[config.mk]
export PLATFORM = sky130hd
export DESIGN_NAME = adc_interrupt_logic
export DESIGN_NICKNAME = d
export VERILOG_FILES = /design/src/adc_irq_pkg.sv /design/src/adc_interrupt_logic.sv
export SDC_FILE = /design/constraint.sdc
export NUM_CORES = 1
export LEC_CHECK = 0
export ABC_AREA = 1
export BUFFER_PORTS_ARGS = -buffer_cell sky130_fd_sc_hd__buf_4
export CORE_UTILIZATION = 34
export DETAILED_ROUTE_END_ITERATION = 6
export PLACE_DENSITY = 0.67
export SYNTH_ARGS = -nofsm -noshare
export SYNTH_HDL_FRONTEND = slang
export SYNTH_SLANG_ARGS = --single-unit
[constraint.sdc]
create_clock -name clk_in -period 1.8 [get_ports clk_in]
set_clock_uncertainty 0.15 [all_clocks]
set_input_delay 0.18 -clock clk_in [delete_from_list [all_inputs] [get_ports clk_in]]
set_output_delay 0.18 -clock clk_in [all_outputs]
set_load 0.01 [all_outputs]
[src/adc_irq_pkg.sv]
// Package for the converter interrupt logic: register map, bit positions, vector codes.
// Assumes a 32-bit classic Wishbone slave with word-aligned registers.
package adc_irq_pkg;
  // -----------------------------------------------------------------
  // Register map
  // -----------------------------------------------------------------
  localparam logic [3:0]  IRQ_ENABLE_OFFSET = 4'h0;
  localparam logic [3:0]  IRQ_FLAGS_OFFSET  = 4'h4;
  localparam logic [3:0]  IRQ_VECTOR_OFFSET = 4'h8;
  localparam int          SRC_COUNT         = 6;
  localparam logic [5:0]  ENABLE_RESET      = 6'h00;
  localparam logic [5:0]  FLAGS_RESET       = 6'h00;

  // -----------------------------------------------------------------
  // Bit positions
  // -----------------------------------------------------------------
  localparam int CONV_DONE_BIT     = 0;
  localparam int INSIDE_WINDOW_BIT = 1;
  localparam int BELOW_WINDOW_BIT  = 2;
  localparam int ABOVE_WINDOW_BIT  = 3;
  localparam int RESULT_OVF_BIT    = 4;
  localparam int CONV_TIME_OVF_BIT = 5;

  // -----------------------------------------------------------------
  // Vector codes
  // -----------------------------------------------------------------
  localparam logic [15:0] VEC_NONE          = 16'h0000;
  localparam logic [15:0] VEC_RESULT_OVF    = 16'h0002;
  localparam logic [15:0] VEC_CONV_TIME_OVF = 16'h0004;
  localparam logic [15:0] VEC_ABOVE_WINDOW  = 16'h0006;
  localparam logic [15:0] VEC_BELOW_WINDOW  = 16'h0008;
  localparam logic [15:0] VEC_INSIDE_WINDOW = 16'h000A;
  localparam logic [15:0] VEC_CONV_DONE     = 16'h000C;

  typedef struct packed {
    logic conv_time_ovf;
    logic result_ovf;
    logic above_window;
    logic below_window;
    logic inside_window;
    logic conv_done;
  } irq_src_t;

  typedef enum logic [0:0] {
    BUS_IDLE = 1'b0,
    BUS_ACK  = 1'b1
  } bus_state_t;
endpackage : adc_irq_pkg

[src/adc_interrupt_logic.sv]
// Interrupt enable, flag and vector logic of a 10-bit converter.
// Assumes event strobes are one-cycle pulses synchronous to clk_in.
//
// Our own choices: register access over Wishbone and the register offsets.
`timescale 1ns/1ps

// How it works
// - Enable and flag bits 15..6 ignore writes and read zero
// - Enable register holds six read-write enables, reset zero
// - A flag requests an interrupt only while its enable is set
// - Trigger before conversion completes sets flag bit 5
// - New result written before previous read sets flag bit 4
// - Result strictly above upper threshold sets flag bit 3
// - Result below lower threshold sets flag bit 2
// - Result inside the window sets flag bit 1
// - Each completed conversion sets flag bit 0
// - Result read clears done flag; all flags software writable
// - Vector is read-only and reads zero with nothing enabled pending
// - Highest priorities: 02h result, 04h time, 06h above
// - Then 08h below, 0Ah inside, 0Ch done lowest
// - Any write to the vector clears every flag
// - Vector uses only bits 3..1, others zero
module adc_interrupt_logic (
  input  wire logic                clk_in,
  input  wire logic                reset_in,
  input  wire logic                wb_cyc_in,
  input  wire logic                wb_stb_in,
  input  wire logic                wb_we_in,
  input  wire logic [3:0]          wb_adr_in,
  input  wire logic [3:0]          wb_sel_in,
  input  wire logic [31:0]         wb_dat_in,
  output logic      [31:0]         wb_dat_out,
  output logic                     wb_ack_out,
  input  wire adc_irq_pkg::irq_src_t event_in,
  input  wire logic                result_read_in,
  output logic                     irq_out
);

  // -----------------------------------------------------------------
  // Bus slave
  // -----------------------------------------------------------------
  adc_irq_pkg::bus_state_t state_reg;
  logic                    access;
  logic                    wr_lo;
  logic [5:0]              enable_reg;
  logic [5:0]              flags_reg;
  logic [5:0]              flags_next;
  logic [5:0]              pending;
  logic [15:0]             vector;

  // Ack comes one cycle after the request and drops the cycle after
  assign access = wb_cyc_in && wb_stb_in && (state_reg == adc_irq_pkg::BUS_IDLE);
  assign wr_lo  = access && wb_we_in && wb_sel_in[0];

  always_ff @(posedge clk_in or posedge reset_in) begin
    if (reset_in) begin
      state_reg <= adc_irq_pkg::BUS_IDLE;
    end else begin
      case (state_reg)
        adc_irq_pkg::BUS_IDLE: begin
          if (access) begin
            state_reg <= adc_irq_pkg::BUS_ACK;
          end
        end
        adc_irq_pkg::BUS_ACK: begin
          state_reg <= adc_irq_pkg::BUS_IDLE;
        end
        default: begin
          state_reg <= adc_irq_pkg::BUS_IDLE;
        end
      endcase
    end
  end

  assign wb_ack_out = (state_reg == adc_irq_pkg::BUS_ACK);

  // Writes and read data are taken at the request edge, so ack carries them
  always_ff @(posedge clk_in or posedge reset_in) begin
    if (reset_in) begin
      wb_dat_out <= 32'h00000000;
    end else if (access) begin
      case (wb_adr_in)
        adc_irq_pkg::IRQ_ENABLE_OFFSET: wb_dat_out <= {26'h0000000, enable_reg};
        adc_irq_pkg::IRQ_FLAGS_OFFSET:  wb_dat_out <= {26'h0000000, flags_reg};
        adc_irq_pkg::IRQ_VECTOR_OFFSET: wb_dat_out <= {16'h0000, vector};
        default:                        wb_dat_out <= 32'h00000000;
      endcase
    end
  end

  // -----------------------------------------------------------------
  // Enable register
  // -----------------------------------------------------------------
  always_ff @(posedge clk_in or posedge reset_in) begin
    if (reset_in) begin
      enable_reg <= adc_irq_pkg::ENABLE_RESET;
    end else if (wr_lo && wb_adr_in == adc_irq_pkg::IRQ_ENABLE_OFFSET) begin
      enable_reg <= wb_dat_in[5:0];
    end
  end

  // -----------------------------------------------------------------
  // Flags
  // -----------------------------------------------------------------
  // Hardware set wins over any clear in the same cycle
  always_comb begin
    flags_next = flags_reg;
    if (wr_lo && wb_adr_in == adc_irq_pkg::IRQ_FLAGS_OFFSET) begin
      flags_next = wb_dat_in[5:0];
    end
    if (access && wb_we_in && wb_adr_in == adc_irq_pkg::IRQ_VECTOR_OFFSET) begin
      flags_next = 6'h00;
    end
    if (result_read_in) begin
      flags_next[adc_irq_pkg::CONV_DONE_BIT] = 1'b0;
    end
    flags_next = flags_next | event_in;
  end

  always_ff @(posedge clk_in or posedge reset_in) begin
    if (reset_in) begin
      flags_reg <= adc_irq_pkg::FLAGS_RESET;
    end else begin
      flags_reg <= flags_next;
    end
  end

  // -----------------------------------------------------------------
  // Vector and request
  // -----------------------------------------------------------------
  assign pending = flags_reg & enable_reg;

  always_comb begin
    if (pending[adc_irq_pkg::RESULT_OVF_BIT]) begin
      vector = adc_irq_pkg::VEC_RESULT_OVF;
    end else if (pending[adc_irq_pkg::CONV_TIME_OVF_BIT]) begin
      vector = adc_irq_pkg::VEC_CONV_TIME_OVF;
    end else if (pending[adc_irq_pkg::ABOVE_WINDOW_BIT]) begin
      vector = adc_irq_pkg::VEC_ABOVE_WINDOW;
    end else if (pending[adc_irq_pkg::BELOW_WINDOW_BIT]) begin
      vector = adc_irq_pkg::VEC_BELOW_WINDOW;
    end else if (pending[adc_irq_pkg::INSIDE_WINDOW_BIT]) begin
      vector = adc_irq_pkg::VEC_INSIDE_WINDOW;
    end else if (pending[adc_irq_pkg::CONV_DONE_BIT]) begin
      vector = adc_irq_pkg::VEC_CONV_DONE;
    end else begin
      vector = adc_irq_pkg::VEC_NONE;
    end
  end

  assign irq_out = |pending;

  // -----------------------------------------------------------------
  // Checks
  // -----------------------------------------------------------------
  a_irq_gating: assert property (@(posedge clk_in) disable iff (reset_in)
    irq_out == |(flags_reg & enable_reg)) else $error("irq not gated by enables");
  a_flag_set: assert property (@(posedge clk_in) disable iff (reset_in)
    event_in.conv_time_ovf |=> flags_reg[5]) else $error("time overflow flag not set");
  a_res_ovf: assert property (@(posedge clk_in) disable iff (reset_in)
    event_in.result_ovf |=> flags_reg[4]) else $error("result overflow flag not set");
  a_done_set: assert property (@(posedge clk_in) disable iff (reset_in)
    event_in.conv_done |=> flags_reg[0]) else $error("done flag not set");
  a_done_clear: assert property (@(posedge clk_in) disable iff (reset_in)
    (result_read_in && !event_in.conv_done && !wr_flags) |=> !flags_reg[0])
    else $error("done flag not cleared by read");
  a_vec_clear: assert property (@(posedge clk_in) disable iff (reset_in)
    (access && wb_we_in && wb_adr_in == adc_irq_pkg::IRQ_VECTOR_OFFSET && event_in == 6'h00)
    |=> flags_reg == 6'h00) else $error("vector write did not clear flags");
  a_vec_zero: assert property (@(posedge clk_in) disable iff (reset_in)
    !irq_out |-> vector == 16'h0000) else $error("vector nonzero when idle");
  a_vec_bits: assert property (@(posedge clk_in) disable iff (reset_in)
    (vector & 16'hFFF1) == 16'h0000) else $error("vector uses illegal bits");
  a_vec_top: assert property (@(posedge clk_in) disable iff (reset_in)
    pending[4] |-> vector == 16'h0002) else $error("result overflow not highest");
  a_ack_once: assert property (@(posedge clk_in) disable iff (reset_in)
    wb_ack_out |=> !wb_ack_out) else $error("ack held two cycles");

  // -----------------------------------------------------------------
  // Check helpers
  // -----------------------------------------------------------------
  // Decodes repeated here so the checks read plainly; they drive no logic
  logic       wr_enable;
  logic       wr_flags;
  logic       wr_vector;
  logic       unmapped;
  logic [5:0] event_bits;

  assign wr_enable  = wr_lo && (wb_adr_in == adc_irq_pkg::IRQ_ENABLE_OFFSET);
  assign wr_flags   = wr_lo && (wb_adr_in == adc_irq_pkg::IRQ_FLAGS_OFFSET);
  assign wr_vector  = access && wb_we_in && (wb_adr_in == adc_irq_pkg::IRQ_VECTOR_OFFSET);
  assign unmapped   = (wb_adr_in != adc_irq_pkg::IRQ_ENABLE_OFFSET)
                   && (wb_adr_in != adc_irq_pkg::IRQ_FLAGS_OFFSET)
                   && (wb_adr_in != adc_irq_pkg::IRQ_VECTOR_OFFSET);
  assign event_bits = event_in;

  // -----------------------------------------------------------------
  // Enable register checks
  // -----------------------------------------------------------------
  // A qualified write lands whole in the six enable bits
  a_en_write: assert property (@(posedge clk_in) disable iff (reset_in)
    wr_enable
    |=> enable_reg == $past(wb_dat_in[5:0]))
    else $error("enable write did not land");

  // Enables only move on their own write
  a_en_hold: assert property (@(posedge clk_in) disable iff (reset_in)
    !wr_enable
    |=> $stable(enable_reg))
    else $error("enable changed without write");

  // Low byte lane off means the write is dropped
  a_en_sel: assert property (@(posedge clk_in) disable iff (reset_in)
    (access && wb_we_in && !wb_sel_in[0])
    |=> $stable(enable_reg))
    else $error("enable written with lane off");

  // Clearing flags through the vector leaves the enables alone
  a_en_vec: assert property (@(posedge clk_in) disable iff (reset_in)
    wr_vector
    |=> $stable(enable_reg))
    else $error("vector write touched enables");

  // Writes to holes in the map go nowhere
  a_en_unmap: assert property (@(posedge clk_in) disable iff (reset_in)
    (access && wb_we_in && unmapped)
    |=> $stable(enable_reg))
    else $error("unmapped write touched enables");

  // -----------------------------------------------------------------
  // Flag checks
  // -----------------------------------------------------------------
  // Window comparator outcomes each set their own flag
  a_above_set: assert property (@(posedge clk_in) disable iff (reset_in)
    event_in.above_window
    |=> flags_reg[3])
    else $error("above flag not set");

  a_below_set: assert property (@(posedge clk_in) disable iff (reset_in)
    event_in.below_window
    |=> flags_reg[2])
    else $error("below flag not set");

  a_inside_set: assert property (@(posedge clk_in) disable iff (reset_in)
    event_in.inside_window
    |=> flags_reg[1])
    else $error("inside flag not set");

  // A plain flag write with no event lands as written
  a_flag_write: assert property (@(posedge clk_in) disable iff (reset_in)
    (wr_flags && event_bits == 6'h00 && !result_read_in)
    |=> flags_reg == $past(wb_dat_in[5:0]))
    else $error("flag write did not land");

  // Without any cause the flags keep their value
  a_flag_hold: assert property (@(posedge clk_in) disable iff (reset_in)
    (!wr_flags && !wr_vector && !result_read_in && event_bits == 6'h00)
    |=> $stable(flags_reg))
    else $error("flags changed without cause");

  // Set beats the vector clear in the same cycle
  a_set_wins: assert property (@(posedge clk_in) disable iff (reset_in)
    wr_vector
    |=> (flags_reg & $past(event_bits)) == $past(event_bits))
    else $error("event lost to vector clear");

  // Set beats the result read clear as well
  a_done_keep: assert property (@(posedge clk_in) disable iff (reset_in)
    (result_read_in && event_in.conv_done)
    |=> flags_reg[0])
    else $error("done event lost to read");

  // Result read touches only the done flag
  a_read_only_done: assert property (@(posedge clk_in) disable iff (reset_in)
    (result_read_in && event_bits == 6'h00 && !wr_flags && !wr_vector)
    |=> flags_reg[5:1] == $past(flags_reg[5:1]))
    else $error("read cleared other flags");

  // Reading the vector is not a clear
  a_vec_read_keep: assert property (@(posedge clk_in) disable iff (reset_in)
    (access && !wb_we_in && !result_read_in && event_bits == 6'h00)
    |=> $stable(flags_reg))
    else $error("read changed flags");

  // Lane off keeps flags, unless something else acts
  a_flag_sel: assert property (@(posedge clk_in) disable iff (reset_in)
    (access && wb_we_in && !wb_sel_in[0] && !wr_vector && !result_read_in
     && event_bits == 6'h00)
    |=> $stable(flags_reg))
    else $error("flags written with lane off");

  // -----------------------------------------------------------------
  // Vector checks
  // -----------------------------------------------------------------
  a_vec_time: assert property (@(posedge clk_in) disable iff (reset_in)
    (pending[5] && !pending[4])
    |-> vector == adc_irq_pkg::VEC_CONV_TIME_OVF)
    else $error("time overflow vector wrong");

  a_vec_above: assert property (@(posedge clk_in) disable iff (reset_in)
    (pending[3] && !(|pending[5:4]))
    |-> vector == adc_irq_pkg::VEC_ABOVE_WINDOW)
    else $error("above vector wrong");

  a_vec_below: assert property (@(posedge clk_in) disable iff (reset_in)
    (pending[2] && !(|pending[5:3]))
    |-> vector == adc_irq_pkg::VEC_BELOW_WINDOW)
    else $error("below vector wrong");

  a_vec_inside: assert property (@(posedge clk_in) disable iff (reset_in)
    (pending[1] && !(|pending[5:2]))
    |-> vector == adc_irq_pkg::VEC_INSIDE_WINDOW)
    else $error("inside vector wrong");

  // Done has the lowest priority, so it shows only alone
  a_vec_done: assert property (@(posedge clk_in) disable iff (reset_in)
    pending == 6'h01
    |-> vector == adc_irq_pkg::VEC_CONV_DONE)
    else $error("done vector wrong");

  // A request always names a source
  a_vec_named: assert property (@(posedge clk_in) disable iff (reset_in)
    irq_out
    |-> vector != adc_irq_pkg::VEC_NONE)
    else $error("request without vector");

  // All enables off silences the request whatever is flagged
  a_mask_gate: assert property (@(posedge clk_in) disable iff (reset_in)
    enable_reg == 6'h00
    |-> !irq_out)
    else $error("request with enables off");

  // -----------------------------------------------------------------
  // Bus checks
  // -----------------------------------------------------------------
  // One cycle answer, never sooner, never unasked
  a_ack_follows: assert property (@(posedge clk_in) disable iff (reset_in)
    access
    |=> wb_ack_out)
    else $error("ack missing after request");

  a_ack_cause: assert property (@(posedge clk_in) disable iff (reset_in)
    wb_ack_out
    |-> $past(access))
    else $error("ack without request");

  a_ack_needs_req: assert property (@(posedge clk_in) disable iff (reset_in)
    !(wb_cyc_in && wb_stb_in)
    |=> !wb_ack_out)
    else $error("ack with no cycle");

  // Read data is the register as it stood at the taking edge
  a_rd_enable: assert property (@(posedge clk_in) disable iff (reset_in)
    (access && wb_adr_in == adc_irq_pkg::IRQ_ENABLE_OFFSET)
    |=> wb_dat_out == {26'h0000000, $past(enable_reg)})
    else $error("enable read data wrong");

  a_rd_flags: assert property (@(posedge clk_in) disable iff (reset_in)
    (access && wb_adr_in == adc_irq_pkg::IRQ_FLAGS_OFFSET)
    |=> wb_dat_out == {26'h0000000, $past(flags_reg)})
    else $error("flag read data wrong");

  a_rd_vector: assert property (@(posedge clk_in) disable iff (reset_in)
    (access && wb_adr_in == adc_irq_pkg::IRQ_VECTOR_OFFSET)
    |=> wb_dat_out == {16'h0000, $past(vector)})
    else $error("vector read data wrong");

  a_rd_unmap: assert property (@(posedge clk_in) disable iff (reset_in)
    (access && unmapped)
    |=> wb_dat_out == 32'h00000000)
    else $error("unmapped read nonzero");

  // Read data stands until the next access
  a_dat_hold: assert property (@(posedge clk_in) disable iff (reset_in)
    !access
    |=> $stable(wb_dat_out))
    else $error("read data moved");

  // Every bit of the flag word follows its own event
  generate
    for (genvar b = 0; b < adc_irq_pkg::SRC_COUNT; b++) begin : g_bit
      a_bit_set: assert property (@(posedge clk_in) disable iff (reset_in)
        event_bits[b]
        |=> flags_reg[b])
        else $error("event bit did not set its flag");
    end
  endgenerate

endmodule : adc_interrupt_logic

==> results.json <==
{
  "synthCells": 181,
  "io_pins": 86,
  "multi_input_area_um2": 593,
  "cts_buffer_depth": 2,
  "dp_hpwl_um": 1940,
  "hold_path.class": "input port to register",
  "cts.clk_slew.worst_paths_ps": 70,
  "clock-root-buffer": "clkbuf_8",
  "power.leakage_nw": 0.961,
  "crit_fanout": 3,
  "seqCellArea_um2": 475,
  "drc": 0,
  "routedWlPerCell_um": 9.59,
  "crit_type": "register to primary output",
  "routed_wl_um": 2590,
  "nFillCells": 416,
  "powerDensity_nw_per_um2": 605,
  "slew_headroom": 0.518,
  "p_comb_frac": 0.217,
  "post_dp_cell_area_um2": 1490,
  "antennaDiodeCount": 0,
  "grt_max_degree": 20,
  "drt-initial-drc-count": 40,
  "grt_setup_unrepaired": "no",
  "globalRoute.totalOverflow": 0,
  "ys_seq_area_frac": 0.364,
  "tns_ps": 0,
  "vias_per_cell": 4.20,
  "crit_required_ps": 1470,
  "stdcell_area_um2": 1610,
  "post_cts_buffers": 0,
  "p_seq_frac": 0.473,
  "ys_ff_latch": 19,
  "syn_area_per_cell_um2": 7.21,
  "fin_util": 0.439,
  "cts_sinks": 19,
  "cts-buffers-inserted": 3,
  "synth_area_leaders": "dfrtp_1 (36%), nand2_1 (17%), buf_4 (15%)",
  "switching_share": 0.285,
  "syn_area_um2": 1310,
  "die-area_um2": 4090,
  "yosysTopAreaCellShare": 0.364,
  "grt_pass1_wl_um": 4510,
  "clk-insertion-delay-late_ps": 260,
  "maxSlewViolCount": 0,
  "startpoint_type": "register",
  "setup_viol_count_final": 0,
  "start_util": 0.356,
  "clkPwrFrac": 0.310,
  "hold_viol": 0,
  "die_h_um": 64.0,
  "ant_nets": 0,
  "final_nets": 275,
  "grt_pass1_vias": 1041,
  "max_freq_ghz": 0.615,
  "yosysTopAreaCell": "dfrtp_1",
  "p_int_uw": 696,
  "cts_tree": "yes",
  "antenna_found_initial": 0,
  "vias": 1135,
  "p_sw_uw": 277,
  "syn_to_final_growth_pct": 23.2,
  "worst_ep_arrival_time_ps": 1300,
  "numPortBuffers": 30,
  "gp_congestion": 0.885,
  "power_uw": 973,
  "ir_drop_uv": 192,
  "max_slew.worst_pin.slew_ps": 722,
  "outcome": "completed",
  "htreeDepth": 1,
  "row_count": 22,
  "cap_violations": 0,
  "grt.total_usage": 0.142,
  "ys_warn_count": 0,
  "drive_above_1_share": 0.234,
  "synth.distinct_cells": 20,
  "die_w_um": 64.0,
  "setup.worst_path.end_class": "primary output",
  "fin_crit_sh": 0.903,
  "core_um2": 3660,
  "first_pass_iters": 4,
  "layout_min_cycle_time_ps": 1630
}
## per-layer routing
| layer | up-vias | track usage | part of all wire |
|---|---|---|---|
| met2 | 48 | 0.253 | 0.49 |
| met1 | 505 | 0.166 | 0.44 |
| met3 | 2 | 0.0357 | 0.065 |
| li1 | 580 | - | - |
| met4 | 0 | 0.0426 | 0.0097 |
| met5 | - | 0 | 0 |
## synthesized netlist by cell type
cell and count:
nand3_2 1, o21bai_1 1, buf_6 1, nor3_2 1, o21ai_2 6, inv_2 4, nand3_1 16, nand4_1 3
nor3_4 1, a21oi_1 2, nand2_2 2, nand2_1 60, nor2_1 1, nand3_4 1, o21ai_1 5, buf_4 26
conb_1 1, inv_1 29, dfrtp_1 19, nor2_2 1
## worst max-delay path, stage by stage (launching register included)
cell and delay (ps):
dfrtp_1 400, nand2_1 100, nand2_1 70, a21oi_1 160, nand4_1 130, buf_4 170
## power groups by stage
stage	clock network, mW	registers, mW	logic [mW]
global placement	0	0.467	0.196
global route	0.328	0.462	0.238
finish	0.302	0.460	0.211
detailed placement	0	0.468	0.200
floorplan	0	0.469	0.156
CTS	0.314	0.460	0.212
## worst paths after layout
kind | start | endpoint | slack [ps] | cells past startpoint
worst max register to register | wb_ack_out | flags_reg[2] | 320 | 8
worst min-delay path | result_read_in | flags_reg[0] | 40 | 4
min in group asynchronous | reset_in | wb_dat_out[5] | 460 | 3
worst max-delay path | enable_reg[3] | irq_out | 170 | 5
max in group asynchronous | reset_in | enable_reg[3] | 580 | 3
worst min register to register | wb_dat_out[3] | wb_dat_out[3] | 330 | 2
## timing repair
item | CTS | global route
hold buffers | 7 | 0
gates resized for setup | 0 | 0
endpoints found under the setup margin | 0 | 0
hold endpoints to repair | 25 | 0
## logic make-up (layout without fill, tap and decap cells)
kind of cell / after synthesis / in the layout / share of synthesized area
DFF: 19 / 19 / 0.364
other: 1 / 26 / 0.00287
buffers and inverters: 60 / 76 / 0.253
and+or+nand+nor: 87 / 87 / 0.307
AOI/OAI and AO/OA: 14 / 14 / 0.0729
## area by class of cell
cell class                      instances  area share
Tap cell                               48      0.0374
Sequential cell                        19       0.296
Multi-Input combinational cell        127       0.369
Inverter                               33      0.0770
Clock buffer                            4      0.0280
Timing Repair Buffer                   39       0.193
## stage by stage
| step | setup slack (ps) | hold WS, ps | cells |
|---|---|---|---|
| floorplan | 314 | -18.9 | 206 |
| global placement | 353 | 189 | 259 |
| detailed placement | 310 | 205 | 259 |
| CTS | 182 | 35.8 | 270 |
| global route | 89.6 | 60.7 | 270 |
| finish | 175 | 35.5 | 270 |
## cell usage in the layout, fill, tap and decap left out, drive strengths merged
cell type    netlist  final
dlygate4sd3        0      7
nor2               2      2
nand2             62     62
nand4              3      3
clkbuf             0      4
conb               1     26
o21bai             1      1
o21ai             11     11
nor3               2      2
inv               33     33
dfrtp             19     19
nand3             18     18
a21oi              2      2
buf               27     32
Power figures use the tool's default switching activity.
